--- src/rsdc_pkg.sv ---
// Functional notes
// Straps captured on power-on, warm and max reset; held until software reprograms.
// After capture, shared strap pins return to memory interface function automatically.
// Boot select 00 NAND, 01 direct memory, 10 card, 11 UART.
// Boot select from address pins 13:12 default 00; pin config 11:8 default 1101.
// Pin config value sets address, data and GPIO partition after reset.
// Pin config applies in direct memory boot and NAND boot.
// Any ROM boot mode uses general-purpose pin 61 as boot status output.
// NAND boot uses chip select zero and serial port zero.
// Direct memory boot fetches from device on chip select zero.
// Card boot uses card controller zero.
// After reset all PLLs disabled and bypassed; chip runs from reference clock.
// Defaults hold from reset end until boot; firmware may then change them.
// All modules in powered permanent domain; others in sync reset except fixed set.
// DMA channel and transfer controller zero enabled except for boot select 10.
// Memory interface enabled except for boot select 10.
// Card controller zero enabled only for boot select 10.
// UART zero enabled only for boot select 11.
// Serial port zero enabled except for boot select 01.
// Timer zero enabled for all boot selects.
// Max reset acts as warm reset, including strap re-capture.
// Warm reset is reset pin low with test reset high; emulation kept.
// Pin config 0010 selects burst flash with 16-bit data bus.
// Capture follows pins during reset, freezes at release, then drives defaults. Code holds reset values while nrst is low.
package rsdc_pkg;

	// ------------------------------------------------------------
	// Strap field positions on the address pins
	// ------------------------------------------------------------
	localparam int BOOT_SEL_MSB = 13;
	localparam int BOOT_SEL_LSB = 12;
	localparam int PIN_CFG_MSB  = 11;
	localparam int PIN_CFG_LSB  = 8;
	localparam int ADDR_W       = 16;
	localparam int NUM_MODULES  = 41;

	// ------------------------------------------------------------
	// Reset values and codes
	// ------------------------------------------------------------
	localparam logic [1:0] BOOT_SEL_RST  = 2'h0;
	localparam logic [3:0] PIN_CFG_RST   = 4'hD;
	localparam logic [3:0] PIN_CFG_BURST = 4'h2;
	localparam logic [3:0] PIN_CFG_SRAM8 = 4'h8;
	localparam logic [3:0] PIN_CFG_NONE  = 4'h0;
	localparam logic [3:0] PIN_CFG_A14   = 4'hA;
	localparam logic [3:0] PIN_CFG_BA1   = 4'hC;

	// Module numbers with boot dependent state, plus timer zero which is enabled for every boot select
	localparam int MOD_DMA_CC   = 2;
	localparam int MOD_DMA_TC0  = 3;
	localparam int MOD_AMEM     = 14;
	localparam int MOD_CARD0    = 15;
	localparam int MOD_UART_ZERO    = 19;
	localparam int MOD_SPORT0   = 22;
	localparam int MOD_TIMER_ZERO   = 27;
	// Fixed always enabled modules 29..38
	localparam int MOD_FIX_LO   = 29;
	localparam int MOD_FIX_HI   = 38;

	// Timing: capture freeze is one cycle after release
	localparam int CAPTURE_CYCLES = 1;

	typedef enum logic [1:0] {
		RSDC_BOOT_NAND,
		RSDC_BOOT_AMEM,
		RSDC_BOOT_CARD,
		RSDC_BOOT_UART
	} rsdc_boot_t;

	typedef enum {
		RSDC_ST_RESET,
		RSDC_ST_DEFAULT,
		RSDC_ST_BOOT
	} rsdc_state_t;

	// Decoded pin partition
	typedef struct packed {
		logic [4:0] addr_width;   // Address bits enabled above A2:1
		logic       data16;       // Upper data byte enabled
		logic       burst_flash;
	} rsdc_pinmux_t;

	// Boot interface choice
	typedef struct packed {
		logic rom_boot;
		logic use_cs0;
		logic use_sport0;
		logic use_card0;
		logic use_uart_zero;
	} rsdc_bootif_t;

endpackage : rsdc_pkg

--- src/rsdc_top.sv ---
`timescale 1ns/10ps
// Reset strap capture and default configuration
module rsdc_top
	import rsdc_pkg::*;
#(
	parameter int N_MOD = NUM_MODULES
)(
	input  wire logic              sys_clk,
	input  wire logic              nrst,
	input  wire logic              test_nrst,
	input  wire logic              max_rst_req,
	input  wire logic [ADDR_W-1:0] async_mem_address_pin,
	input  wire logic              boot_start,
	input  wire logic              sw_cfg_we,
	input  wire logic [1:0]        sw_boot_sel,
	input  wire logic [3:0]        sw_pin_cfg,
	output logic      [1:0]        boot_source_select,
	output logic      [3:0]        async_mem_pin_config,
	output logic                   strap_mode,
	output logic                   warm_rst_flag,
	output logic                   emu_rst_n,
	output logic                   pll_bypass,
	output logic                   pll_enable,
	output logic                   defaults_active,
	output rsdc_pinmux_t           pinmux_ff,
	output rsdc_bootif_t           bootif_ff,
	output logic                   boot_status_pin_oe,
	output logic                   boot_status_pin,
	output logic      [N_MOD-1:0]  mod_enable_ff,
	output logic      [N_MOD-1:0]  mod_power_on_ff
);

	// Every numbered module must fit in the enable vector
	if (N_MOD <= MOD_FIX_HI) begin : g_bad_n_mod
		$error("N_MOD too small");
	end

	// ------------------------------------------------------------
	// Reset qualification
	// ------------------------------------------------------------
	logic        in_rst_ff;
	logic [1:0]  cap_boot_ff;
	logic [3:0]  cap_cfg_ff;
	rsdc_state_t state_ff;
	rsdc_state_t nxt_state;
	logic [3:0]  pin_cfg_ff;
	logic [1:0]  boot_sel_ff;
	rsdc_pinmux_t  nxt_pinmux;
	logic [N_MOD-1:0] nxt_mod_en;

	// Capture phase: any reset source, max reset same as warm
	wire capture = in_rst_ff | max_rst_req;

	// Reset tracker: high for first cycle after release
	always_ff @(posedge sys_clk or negedge nrst) begin
		if (!nrst) begin
			in_rst_ff <= 1'b1;
		end else begin
			in_rst_ff <= max_rst_req;
		end
	end

	// Warm vs power-on: test reset high marks warm
	always_ff @(posedge sys_clk or negedge test_nrst) begin
		if (!test_nrst) begin
			emu_rst_n <= 1'b0;
		end else begin
			emu_rst_n <= 1'b1;
		end
	end

	// Warm flag caught after release, clocked
	always_ff @(posedge sys_clk or negedge nrst) begin
		if (!nrst) begin
			warm_rst_flag <= 1'b0;
		end else if (in_rst_ff) begin
			warm_rst_flag <= emu_rst_n | max_rst_req;
		end
	end

	// ------------------------------------------------------------
	// Strap capture
	// ------------------------------------------------------------
	// Follows pins while capture is high (max reset, first edge after nrst release), frozen afterwards
	always_ff @(posedge sys_clk or negedge nrst) begin
		if (!nrst) begin
			cap_boot_ff <= BOOT_SEL_RST;
			cap_cfg_ff  <= PIN_CFG_RST;
		end else if (capture) begin
			cap_boot_ff <= async_mem_address_pin[BOOT_SEL_MSB:BOOT_SEL_LSB];
			cap_cfg_ff  <= async_mem_address_pin[PIN_CFG_MSB:PIN_CFG_LSB];
		end
	end

	// Strap mode output: pins are strap inputs only while capturing
	always_ff @(posedge sys_clk or negedge nrst) begin
		if (!nrst) begin
			strap_mode <= 1'b1;
		end else begin
			strap_mode <= max_rst_req;
		end
	end

	// ------------------------------------------------------------
	// Configuration held until software rewrites
	// ------------------------------------------------------------
	always_ff @(posedge sys_clk or negedge nrst) begin
		if (!nrst) begin
			boot_sel_ff <= BOOT_SEL_RST;
			pin_cfg_ff  <= PIN_CFG_RST;
		end else if (capture) begin
			boot_sel_ff <= async_mem_address_pin[BOOT_SEL_MSB:BOOT_SEL_LSB];
			pin_cfg_ff  <= async_mem_address_pin[PIN_CFG_MSB:PIN_CFG_LSB];
		end else if (sw_cfg_we && state_ff == RSDC_ST_BOOT) begin
			boot_sel_ff <= sw_boot_sel;
			pin_cfg_ff  <= sw_pin_cfg;
		end
	end

	always_ff @(posedge sys_clk or negedge nrst) begin
		if (!nrst) begin
			boot_source_select   <= BOOT_SEL_RST;
			async_mem_pin_config <= PIN_CFG_RST;
		end else begin
			boot_source_select   <= boot_sel_ff;
			async_mem_pin_config <= pin_cfg_ff;
		end
	end

	// ------------------------------------------------------------
	// Phase sequencer
	// ------------------------------------------------------------
	always_ff @(posedge sys_clk or negedge nrst) begin
		if (!nrst) begin
			state_ff <= RSDC_ST_RESET;
		end else begin
			state_ff <= nxt_state;
		end
	end

	always_comb begin
		nxt_state = state_ff;
		case (state_ff)
			RSDC_ST_RESET:   nxt_state = capture ? RSDC_ST_RESET : RSDC_ST_DEFAULT;
			RSDC_ST_DEFAULT: begin
				if (capture)
					nxt_state = RSDC_ST_RESET;
				else if (boot_start)
					nxt_state = RSDC_ST_BOOT;
			end
			RSDC_ST_BOOT:    nxt_state = capture ? RSDC_ST_RESET : RSDC_ST_BOOT;
			default:         nxt_state = RSDC_ST_RESET;
		endcase
	end

	always_ff @(posedge sys_clk or negedge nrst) begin
		if (!nrst) begin
			defaults_active <= 1'b0;
		end else begin
			defaults_active <= (nxt_state == RSDC_ST_DEFAULT);
		end
	end

	// PLLs bypassed and disabled from any reset, held with no software path to change them
	always_ff @(posedge sys_clk or negedge nrst) begin
		if (!nrst) begin
			pll_bypass <= 1'b1;
			pll_enable <= 1'b0;
		end else if (capture) begin
			pll_bypass <= 1'b1;
			pll_enable <= 1'b0;
		end
	end

	// ------------------------------------------------------------
	// Decoders
	// ------------------------------------------------------------
	rsdc_pin_decode u_pin (
		.pin_cfg (pin_cfg_ff),
		.pinmux  (nxt_pinmux)
	);

	rsdc_module_decode #(
		.N_MOD (N_MOD)
	) u_mod (
		.boot_sel   (boot_sel_ff),
		.mod_enable (nxt_mod_en)
	);

	// Pin partition applies for NAND and direct memory boots
	always_ff @(posedge sys_clk or negedge nrst) begin
		if (!nrst) begin
			pinmux_ff <= '0;
		end else if (boot_sel_ff == RSDC_BOOT_NAND || boot_sel_ff == RSDC_BOOT_AMEM) begin
			pinmux_ff <= nxt_pinmux;
		end else begin
			pinmux_ff <= '0;
		end
	end

	// Boot interface selection
	always_ff @(posedge sys_clk or negedge nrst) begin
		if (!nrst) begin
			bootif_ff <= '0;
		end else begin
			bootif_ff.rom_boot   <= (boot_sel_ff != RSDC_BOOT_AMEM);
			bootif_ff.use_cs0    <= (boot_sel_ff == RSDC_BOOT_NAND) |
			                        (boot_sel_ff == RSDC_BOOT_AMEM);
			bootif_ff.use_sport0 <= (boot_sel_ff == RSDC_BOOT_NAND);
			bootif_ff.use_card0  <= (boot_sel_ff == RSDC_BOOT_CARD);
			bootif_ff.use_uart_zero  <= (boot_sel_ff == RSDC_BOOT_UART);
		end
	end

	// Status pin driven low as output under ROM boot
	always_ff @(posedge sys_clk or negedge nrst) begin
		if (!nrst) begin
			boot_status_pin_oe <= 1'b0;
			boot_status_pin    <= 1'b0;
		end else begin
			boot_status_pin_oe <= (boot_sel_ff != RSDC_BOOT_AMEM) && !capture;
			boot_status_pin    <= 1'b0;
		end
	end

	// Module defaults: all powered, enables from boot select
	always_ff @(posedge sys_clk or negedge nrst) begin
		if (!nrst) begin
			mod_enable_ff   <= '0;
			mod_power_on_ff <= '0;
		end else begin
			mod_enable_ff   <= capture ? '0 : nxt_mod_en;
			mod_power_on_ff <= '1;
		end
	end
endmodule : rsdc_top

--- src/rsdc_pin_decode.sv ---
`timescale 1ns/10ps
// Pin config to memory pin partition
module rsdc_pin_decode
	import rsdc_pkg::*;
(
	input  wire logic [3:0] pin_cfg,
	output rsdc_pinmux_t    pinmux
);

	// ------------------------------------------------------------
	// Partition table
	// ------------------------------------------------------------
	always_comb begin
		pinmux = '0;
		case (pin_cfg)
			PIN_CFG_RST:   pinmux = '{addr_width: 5'h0, data16: 1'b0, burst_flash: 1'b0};
			PIN_CFG_BA1:   pinmux = '{addr_width: 5'hE, data16: 1'b0, burst_flash: 1'b0};
			PIN_CFG_A14:   pinmux = '{addr_width: 5'hF, data16: 1'b0, burst_flash: 1'b0};
			PIN_CFG_SRAM8: pinmux = '{addr_width: 5'h10, data16: 1'b0, burst_flash: 1'b0};
			PIN_CFG_BURST: pinmux = '{addr_width: 5'hF, data16: 1'b1, burst_flash: 1'b1};
			PIN_CFG_NONE:  pinmux = '{addr_width: 5'h10, data16: 1'b1, burst_flash: 1'b0};
			default:       pinmux = '0;
		endcase
	end

endmodule : rsdc_pin_decode

--- src/rsdc_module_decode.sv ---
`timescale 1ns/10ps
// Boot select to per-module enable map
module rsdc_module_decode
	import rsdc_pkg::*;
#(
	parameter int N_MOD = NUM_MODULES
)(
	input  wire logic [1:0]       boot_sel,
	output logic      [N_MOD-1:0] mod_enable
);

	// Every numbered module must fit in the enable vector
	if (N_MOD <= MOD_FIX_HI) begin : g_bad_n_mod
		$error("N_MOD too small");
	end

	// ------------------------------------------------------------
	// One entry per module
	// ------------------------------------------------------------
	for (genvar i = 0; i < N_MOD; i++) begin : g_mod
		always_comb begin
			if (i == MOD_DMA_CC || i == MOD_DMA_TC0 || i == MOD_AMEM) begin
				mod_enable[i] = (boot_sel != 2'h2);
			end else if (i == MOD_CARD0) begin
				mod_enable[i] = (boot_sel == 2'h2);
			end else if (i == MOD_UART_ZERO) begin
				mod_enable[i] = (boot_sel == 2'h3);
			end else if (i == MOD_SPORT0) begin
				mod_enable[i] = (boot_sel != 2'h1);
			end else if (i == MOD_TIMER_ZERO) begin
				mod_enable[i] = 1'b1;
			end else begin
				mod_enable[i] = (i >= MOD_FIX_LO && i <= MOD_FIX_HI);
			end
		end
	end

endmodule : rsdc_module_decode

--- config.mk ---
export PLATFORM = sky130hd
export DESIGN_NAME = rsdc_top
export DESIGN_NICKNAME = d
export VERILOG_FILES = /design/src/rsdc_pkg.sv /design/src/rsdc_top.sv /design/src/rsdc_pin_decode.sv /design/src/rsdc_module_decode.sv
export SDC_FILE = /design/constraint.sdc
export NUM_CORES = 1
export LEC_CHECK = 0
export ABC_AREA = 1
export BUFFER_PORTS_ARGS = -buffer_cell sky130_fd_sc_hd__clkbuf_2
export CORE_ASPECT_RATIO = 0.8
export CORE_UTILIZATION = 39
export DETAILED_ROUTE_END_ITERATION = 8
export HOLD_SLACK_MARGIN = 0.06
export PLACE_DENSITY = 0.69
export SLEW_MARGIN = 20
export SYNTH_ARGS = -nofsm -noshare
export SYNTH_HDL_FRONTEND = slang
export SYNTH_HIERARCHICAL = 1
export SYNTH_SLANG_ARGS = --single-unit
export TNS_END_PERCENT = 30
--- constraint.sdc ---
create_clock -name sys_clk -period 1.74 [get_ports sys_clk]
set_clock_uncertainty 0.1 [all_clocks]
set_input_delay 0.174 -clock sys_clk [delete_from_list [all_inputs] [get_ports sys_clk]]
set_output_delay 0.174 -clock sys_clk [all_outputs]
set_load 0.01 [all_outputs]
# After elaboration in Yosys (flattened, before gate mapping)
# Cells that the tools add are included.
# W data, S select, Z words.
[word_totals]
register_bits = 101
inputBits = 28
output_inout_bits = 108
elab_cells = 56
[op_classes]
mux = 12
bitwise_logic = 3
n_reduce_logical = 8
eq_ne = 13
[op_table]
columns = ["operator", "n"]
rows = [
  ["$pmux W32 S3", 1],
  ["$eq A32 B2 Y1 const B", 2],
  ["$mux W32", 2],
  ["$mux W39", 1],
  ["$pmux W7 S5", 1],
  ["$eq A32 B1 Y1 const B", 1],
  ["$eq A32 B3 Y1 const B", 1],
  ["$logic_not A32 Y1", 1],
  ["$eq A4 B4 Y1 const B", 3],
  ["$mux W4", 2],
  ["$mux W7", 1],
  ["$mux W2", 3],
  ["$eq A2 B2 Y1 const B", 2],
  ["$eq A4 B2 Y1 const B", 1],
  ["$logic_not A4 Y1", 1],
  ["$or A1 B1 Y1", 3],
  ["$eq A2 B1 Y1 const B", 1],
  ["$logic_and A1 B1 Y1", 2],
  ["$logic_not A2 Y1", 1],
  ["$ne A2 B1 Y1 const B", 1],
  ["$ne A2 B2 Y1 const B", 1],
  ["$reduce_bool A2 Y1", 1],
  ["$logic_not A1 Y1", 1],
  ["$logic_or A1 B1 Y1", 1],
  ["$mux W1", 1],
]

# Logic depth before layout (Yosys ltp)
# Gate-level depths: netlist (run 1).
[logic_depth]
depth_word = 4
mapped_depth = 9
depth_no_buf = 9

# Hierarchy
# Netlist (run 1), hierarchy kept.
[by_module_without_submodules]
columns = ["module", "seq_area_each_um2", "area_each_um2", "n_inst", "cells_each"]
rows = [
  ["rsdc_top", 2586.2, 3842.4, 1, 374],
  ["rsdc_module_decode", 0.0, 314.1, 1, 46],
  ["rsdc_pin_decode", 0.0, 72.6, 1, 16],
]

# Worst setup path before layout (run 1)
# OpenSTA, ideal clock, no wires.
[synth_path]
kind = "reg-to-output"
startpoint = "reg, netlist name mod_power_on_ff[0]"
endpoint = "out mod_power_on_ff[10]"
setup_slack_ns = 0.266
t_arrival_ns = 1.200
n_path_buf = 1
stages_incl_launch_ff = 2
required_time_ns = 1.466
cell_sequence = "dfrtp_1 > buf_4"
[synth_lines]
columns = ["element", "line_no", "rtl"]
rows = [
  ["end, declared", "rsdc_top.sv:30", "output logic [N_MOD-1:0] mod_power_on_ff"],
]
# No word-level cell between the ends.

# Final worst setup path (run 1)
[layout_path]
startpoint = "in max_rst_req"
endpoint = "reg state_ff[0]"
[layout_between]
elab_chain_len = 3
elab_cells_between_ends = 4
classes_between = "3 x mux; 1 x bitwise"
[layout_rtl]
columns = ["element", "line_no", "rtl"]
rows = [
  ["start, declared", "rsdc_top.sv:11", "input wire logic max_rst_req,"],
  ["$or A1 B1 Y1 *", "rsdc_top.sv:52", "wire capture = in_rst_ff | max_rst_req;"],
  ["$mux W32 / $mux W1 (equally long branches)", "rsdc_top.sv:146, rsdc_top.sv:144", ""],
  ["$pmux W32 S3 *", "rsdc_top.sv:143", "case (state_ff)"],
  ["named net nxt_state[0]", "rsdc_top.sv:45", "rsdc_state_t nxt_state;"],
  ["end signal, assigned", "rsdc_top.sv:137", "state_ff <= nxt_state;"],
  ["end, declared", "rsdc_top.sv:44", "rsdc_state_t state_ff;"],
]
# Mark *: on every way through the listed nets, which the timed path passes. The rest lies on a longest branch.
# A chain may end at the register's enable or synchronous reset.

==> results.json, run 1 <==
{
  "outcome": "finished, final reports clean",
  "port_buffers": 122,
  "diodes": 0,
  "tns_ns": 0,
  "p_sw_mw": 1.26,
  "cts_sinks": 103,
  "pwr-share-clk_pct": 37.2,
  "grt_pass1_vias": 2517,
  "path_clk_slew_ns": 0.07,
  "cts_root_buf": "clkbuf_16",
  "core_area_um2": 10400,
  "firstDrtPassIters": 4,
  "avgSynthCellArea_um2": 9.70,
  "grt_remaining_overflow": 0,
  "dpl.hpwl_mm": 4.53,
  "hold_class": "input pin to flip-flop",
  "avgRoutedWirePerCell_um": 9.40,
  "nets": 597,
  "yosysWarnings": 6,
  "avgViaCountPerCell": 3.79,
  "maxCapViolations": 0,
  "fin_hold_ws_ns": 0.0730,
  "final_layout_size_suffix_gt1_share_pct": 28.4,
  "power-per-cell-area_nw_per_um2": 971,
  "ys_seq_area_share_pct": 61.2,
  "drt-initial-drc-count": 70,
  "setup_viol": 0,
  "antenna_found_initial": 0,
  "end_kind": "flip-flop",
  "regToRegSetupSlack_ns": 0.28,
  "die_x_um": 118,
  "area_delta_synth_final_pct": 21.4,
  "multi_input_area_um2": 962,
  "yosysUniqueCellTypes": 20,
  "start_util_pct": 40.6,
  "seq_area_um2": 2590,
  "r2r_cells": 5,
  "cts_tree": "yes",
  "dpl_cell_area_um2": 4670,
  "arrival_ns": 1.74,
  "cp-start-kind": "input pin",
  "hold_path_depth": 5,
  "rows": 33,
  "netlist_area_um2": 4230,
  "swShare_pct": 25.2,
  "wl_mm": 6.71,
  "maxSlewViolCount": 0,
  "dpl_worst_slack_ns": 0.150,
  "grt_usage_pct": 12.9,
  "postLayoutCellArea_um2": 5130,
  "cts_buffer_depth": 2,
  "die_area_um2": 11300,
  "slew_headroom_pct": 62.7,
  "die_y_um": 95.1,
  "grt_max_degree": 103,
  "io_pins": 136,
  "place_congestion": 0.759,
  "rsz0062_at_grt": "no",
  "setup_ws_ns": 0.172,
  "leakagePower_nw": 2.94,
  "internal-power_mw": 3.73,
  "fmax_mhz": 638,
  "worst_slew_pin_slew_ns": 0.560,
  "period_needed_ns": 1.57,
  "crit_fanout": 12,
  "htreeDepth": 3,
  "cts_resized": 0,
  "post-route-period-util_pct": 90.1,
  "total_power_mw": 4.98,
  "p_seq_share_pct": 52.4,
  "max-vdd-ir-drop_v": 0.000609,
  "critPathKind": "input pin to flip-flop",
  "whs_endpoint": "pin_cfg_ff[1]",
  "synth-seq-cells": 103,
  "fillers": 981,
  "min-delay-start": "sw_pin_cfg[1]",
  "grt_pass1_wl_mm": 11.1,
  "r2r_start": "strap_mode",
  "final_antenna_net_count": 0,
  "reg2reg_to": "state_ff[0]",
  "num_vias": 2708,
  "hold_viol_final": 0,
  "insertion_delay_ns": 0.34,
  "synthCells": 436,
  "worstPathRequired_ns": 1.91,
  "cts_buffers": 9,
  "remaining_drc_errors": 0,
  "power_frac_comb_pct": 10.4
}
## cell families (layout without fill, tap and decap cells)
logic type / after synthesis / count (layout) / synth area share, %
buf+inv: 164 / 236 / 22.0
simple gates: 162 / 162 / 16.2
flops: 103 / 103 / 61.2
other cells: 4 / 70 / 0.355
compound gates: 3 / 3 / 0.355
## power by group through the flow
stage               registers (mW)  clock network, mW  logic, mW
floorplan                     2.69                  0      0.339
global placement              2.65                  0      0.481
detailed placement            2.66                  0      0.489
CTS                           2.61               1.92      0.515
global route                  2.63               2.01      0.595
finish                        2.61               1.85      0.519
## placed cells by master, fill, tap and decap left out, drive strengths merged
master       synthesis  layout
a21oi                3       3
and2                 1       1
buf                 86       9
clkbuf               3     130
clkinv               0       4
conb                 4      70
dfrtp               96      96
dfstp                7       7
dlygate4sd3          0      15
inv                 75      78
nand2               60      60
nand3               14      14
nand4                2       2
nor2                81      81
nor3                 3       3
or2                  1       1
## worst max-delay path, stage by stage
cell	delay [ns]
dlygate4sd3_1	0.53
clkbuf_2	0.14
nor2_4	0.23
inv_2	0.19
nor3_1	0.19
nand4_1	0.16
nand2_1	0.11
## sequential cells by signal, summed over array words and instances (netlist names), 2 cells and up
signal	cells
mod_enable_ff	41
state_ff	32
boot_sel_ff	2
bootif_ff	5
pinmux_ff	7
pin_cfg_ff	4
async_mem_pin_config	4
boot_source_select	2
## Yosys cell counts (all sizes together)
cell,number,area share (%)
inv,75,6.7
nor3,3,0.35
nand3,14,2.0
or2,1,0.15
clkbuf,3,0.27
nand4,2,0.30
dfstp,7,4.3
nor2,81,7.8
a21oi,3,0.35
dfrtp,96,57
buf,86,15
nand2,60,5.5
conb,4,0.35
and2,1,0.15
## metrics by stage
stage          cells  util [%]
6_report         714      49.3
4_1_cts          710      49.0
3_3_place_gp     679      44.9
3_5_place_dp     679      44.9
5_1_grt          714      49.3
2_1_floorplan    502         -
## how the worst max path moves through the flow
stage                     slack [ns]  depth (start not counted)          startpoint                   to
after floorplan                 0.27                          1  mod_power_on_ff[0]  mod_power_on_ff[10]
after global placement          0.23                          5          strap_mode      defaults_active
after detailed placement        0.15                          5          strap_mode          state_ff[0]
after CTS                      0.009                          7         max_rst_req          state_ff[0]
after global routing            0.12                          7         max_rst_req      defaults_active
final                           0.17                          7         max_rst_req          state_ff[0]
## routing by layer
metal  GRT usage [%]  routed length (um)
met4            5.27                 129
met3            4.72                 530
met5               0                   0
met2            23.0                3350
met1            14.0                2700
## layout make-up
| cell class | instances | share of cell area, % |
|---|---|---|
| Tap cell | 140 | 3.41 |
| Clock buffer | 9 | 4.39 |
| Timing Repair Buffer | 145 | 16.5 |
| Multi-Input combinational cell | 235 | 18.7 |
| Sequential cell | 103 | 50.4 |
| Clock inverter | 7 | 1.05 |
| Inverter | 75 | 5.49 |
## timing repair
item	CTS	global route
endpoints found under the hold margin	105	0
endpoints found under the setup margin	0	4
hold buffers	15	0
buffers inserted	0	4
Note: power is estimated with default switching activity, not from simulation.
==> inputs of run 2 (changes only) <==
--- a/config.mk
+++ b/config.mk
@@ -5,13 +5,12 @@
 export SDC_FILE = /design/constraint.sdc
 export NUM_CORES = 1
 export LEC_CHECK = 0
-export ABC_AREA = 1
 export BUFFER_PORTS_ARGS = -buffer_cell sky130_fd_sc_hd__clkbuf_2
 export CORE_ASPECT_RATIO = 0.8
 export CORE_UTILIZATION = 39
 export DETAILED_ROUTE_END_ITERATION = 8
 export HOLD_SLACK_MARGIN = 0.06
-export PLACE_DENSITY = 0.69
+export PLACE_DENSITY = 0.7
 export SLEW_MARGIN = 20
 export SYNTH_ARGS = -nofsm -noshare
 export SYNTH_HDL_FRONTEND = slang
==> results.json, run 2 <==
{
  "outcome": "finished, final reports clean",
  "ys_seq_area_share_pct": 65.5,
  "fmax_mhz": 602,
  "tns_ns": 0,
  "die_y_um": 92.0,
  "leakagePower_nw": 2.56,
  "maxCapViolations": 0,
  "layout_common_cells": "clkbuf_2 (121), dfrtp_1 (96), conb_1 (70), and2_1 (44), dlygate4sd3_1 (12)",
  "critPathBufInv": 0,
  "port_buffers": 122,
  "dpl_cell_area_um2": 4400,
  "worstPathRequired_ns": 1.86,
  "dpl.hpwl_mm": 4.06,
  "synth-main-ff-cell": "dfrtp_1",
  "cts_buffer_depth": 2,
  "post-route-period-util_pct": 95.4,
  "grt_max_degree": 46,
  "synthCells": 296,
  "path_clk_slew_ns": 0.07,
  "avgViaCountPerCell": 3.81,
  "reg.largest.list": "mod_enable_ff x41, state_ff x32, pinmux_ff x7",
  "grt_pass1_vias": 1896,
  "yosysWarnings": 6,
  "cts_sinks": 103,
  "area_delta_synth_final_pct": 22.8,
  "wl_mm": 5.78,
  "cts_buffers": 9,
  "yosysUniqueCellTypes": 29,
  "grt_pass1_wl_mm": 9.03,
  "max-vdd-ir-drop_v": 0.000671,
  "hold_class": "input pin to flip-flop",
  "cpMaxStageDelayCell": "dfrtp_1",
  "start_util_pct": 40.6,
  "place_congestion": 0.702,
  "async_flop_share_pct": 100,
  "cts_resized": 0,
  "avgSynthCellArea_um2": 13.3,
  "remaining_drc_errors": 0,
  "power-per-cell-area_nw_per_um2": 1050,
  "synth_top_cell_area_share_pct": 60.9,
  "synth_edf_count": 0,
  "die_x_um": 114,
  "io_pins": 136,
  "antenna_found_initial": 0,
  "core_area_um2": 9730,
  "arrival_ns": 1.78,
  "final_layout_size_suffix_gt1_share_pct": 36.8,
  "maxSlewViolCount": 0,
  "nets": 452,
  "final_common_cell": "clkbuf_2",
  "grt_remaining_overflow": 0,
  "slowest_delay_ns": 0.36,
  "setup_viol": 0,
  "diodes": 0,
  "synth_top_cell_by_area": "dfrtp_1",
  "postLayoutCellArea_um2": 4850,
  "num_vias": 2153,
  "worst_slew_pin_slew_ns": 0.537,
  "end_kind": "flip-flop",
  "critPathKind": "flip-flop to flip-flop",
  "drt-initial-drc-count": 77,
  "synth-seq-cells": 103,
  "synth.top_cells.by_count": "dfrtp_1 (96), buf_4 (82), and2_1 (44), nand2b_1 (8), nor2b_1 (8)",
  "htreeDepth": 3,
  "die_area_um2": 10500,
  "cts_tree": "yes",
  "netlist_area_um2": 3950,
  "synthTopCellsByArea": "dfrtp_1 (61%), buf_4 (16%), and2_1 (7.0%)",
  "final_antenna_net_count": 0,
  "insertion_delay_ns": 0.33,
  "rsz0062_at_grt": "no",
  "avgRoutedWirePerCell_um": 10.2,
  "crit_family": "simple AND/OR/NAND/NOR gates",
  "top_register": "mod_enable_ff",
  "largest_register_ffs": 41,
  "grt_usage_pct": 11.7,
  "crit_fanout": 6,
  "cp-start-kind": "flip-flop",
  "cts_root_buf": "clkbuf_16",
  "cp_cell_sequence": "nor4_1 > and4_2 > nand4_4 > o221a_1",
  "period_needed_ns": 1.66,
  "hold_viol_final": 0,
  "firstDrtPassIters": 4,
  "rows": 32,
  "slew_headroom_pct": 64.2,
  "yosys.cell_count.top_type": "dfrtp_1"
}
-- run 2: changes by cell type after synthesis, sizes merged, moves of 2 or more --
cell / before / now
and4: 0 / 2
and2: 1 / 44
nor2b: 0 / 8
nor2: 81 / 7
inv: 75 / 2
nor4: 0 / 7
and4b: 0 / 2
o221a: 0 / 6
clkbuf: 3 / 6
nand2: 60 / 3
buf: 86 / 82
nand2b: 0 / 8
nand3: 14 / 0
-- run 2: routing by layer --
layer	share of wire [%]	global-route usage, %
met4	0.93	4.44
met3	6.9	4.69
met2	53	20.4
met5	0	0
met1	39	12.8
-- run 2: layout make-up --
class                      instances  area (um^2)
tap                              136          170
sequential                       103         2590
multi-input combinational        169          963
fill                             860         4880
clock inverter                     5         81.3
inverter                           2         7.51
timing repair buffer             139          796
clock buffer                      11          243
-- run 2: per-stage QoR --
step | power (mW) | hold WS [ns] | setup WS (ns) | std cells | util [%]
after floorplan | 2.94 | -0.222 | 0.266 | 362 | -
after global placement | 3.02 | -0.150 | 0.0948 | 537 | 45.3
after detailed placement | 3.03 | -0.150 | 0.0896 | 537 | 45.3
after CTS | 5.19 | 0.0777 | 0.0748 | 565 | 49.8
after global routing | 5.35 | 0.0846 | 0.0161 | 565 | 49.8
final | 5.10 | 0.0858 | 0.0792 | 565 | 49.8
-- run 2: timing repair --
action | CTS | global route
buffers inserted | 0 | 0
hold endpoints to repair | 106 | 0
hold buffers | 12 | 0
-- run 2: cell families after synthesis --
kind of cell | count (synthesis) | synth area share, %
simple gates | 88 | 14.9
flops | 103 | 65.5
buf+inv | 90 | 16.4
compound gates | 10 | 2.60
mux | 1 | 0.254
other cells | 4 | 0.380
-- run 2: path summary, 6_finish.rpt --
path                                          start                      end  slack (ns)  depth (start not counted)
setup / recovery                       state_ff[30]            pin_cfg_ff[1]        0.08                          4
hold / removal             async_mem_address_pin[8]            pin_cfg_ff[0]        0.09                          3
setup reg to reg                       state_ff[30]            pin_cfg_ff[1]        0.08                          4
hold reg to reg                       pin_cfg_ff[2]  async_mem_pin_config[2]        0.30                          0
max in group asynchronous                      nrst        mod_enable_ff[17]        0.79                          3
min in group asynchronous                      nrst        mod_enable_ff[29]        0.20                          2
-- run 2: worst register-to-register path: cells and delay by family, from the launching register on --
kind | cells | cell delay (ns)
AO/OA/AOI/OAI | 1 | 0.27
flip-flops | 1 | 0.36
AND/OR/NAND/NOR | 3 | 0.82
-- run 2: report_power, final --
part / total (mW) / internal (mW) / switching, mW
logic: 0.406 / 0.177 / 0.230
clock network: 2.11 / 1.30 / 0.810
registers: 2.59 / 2.52 / 0.0631
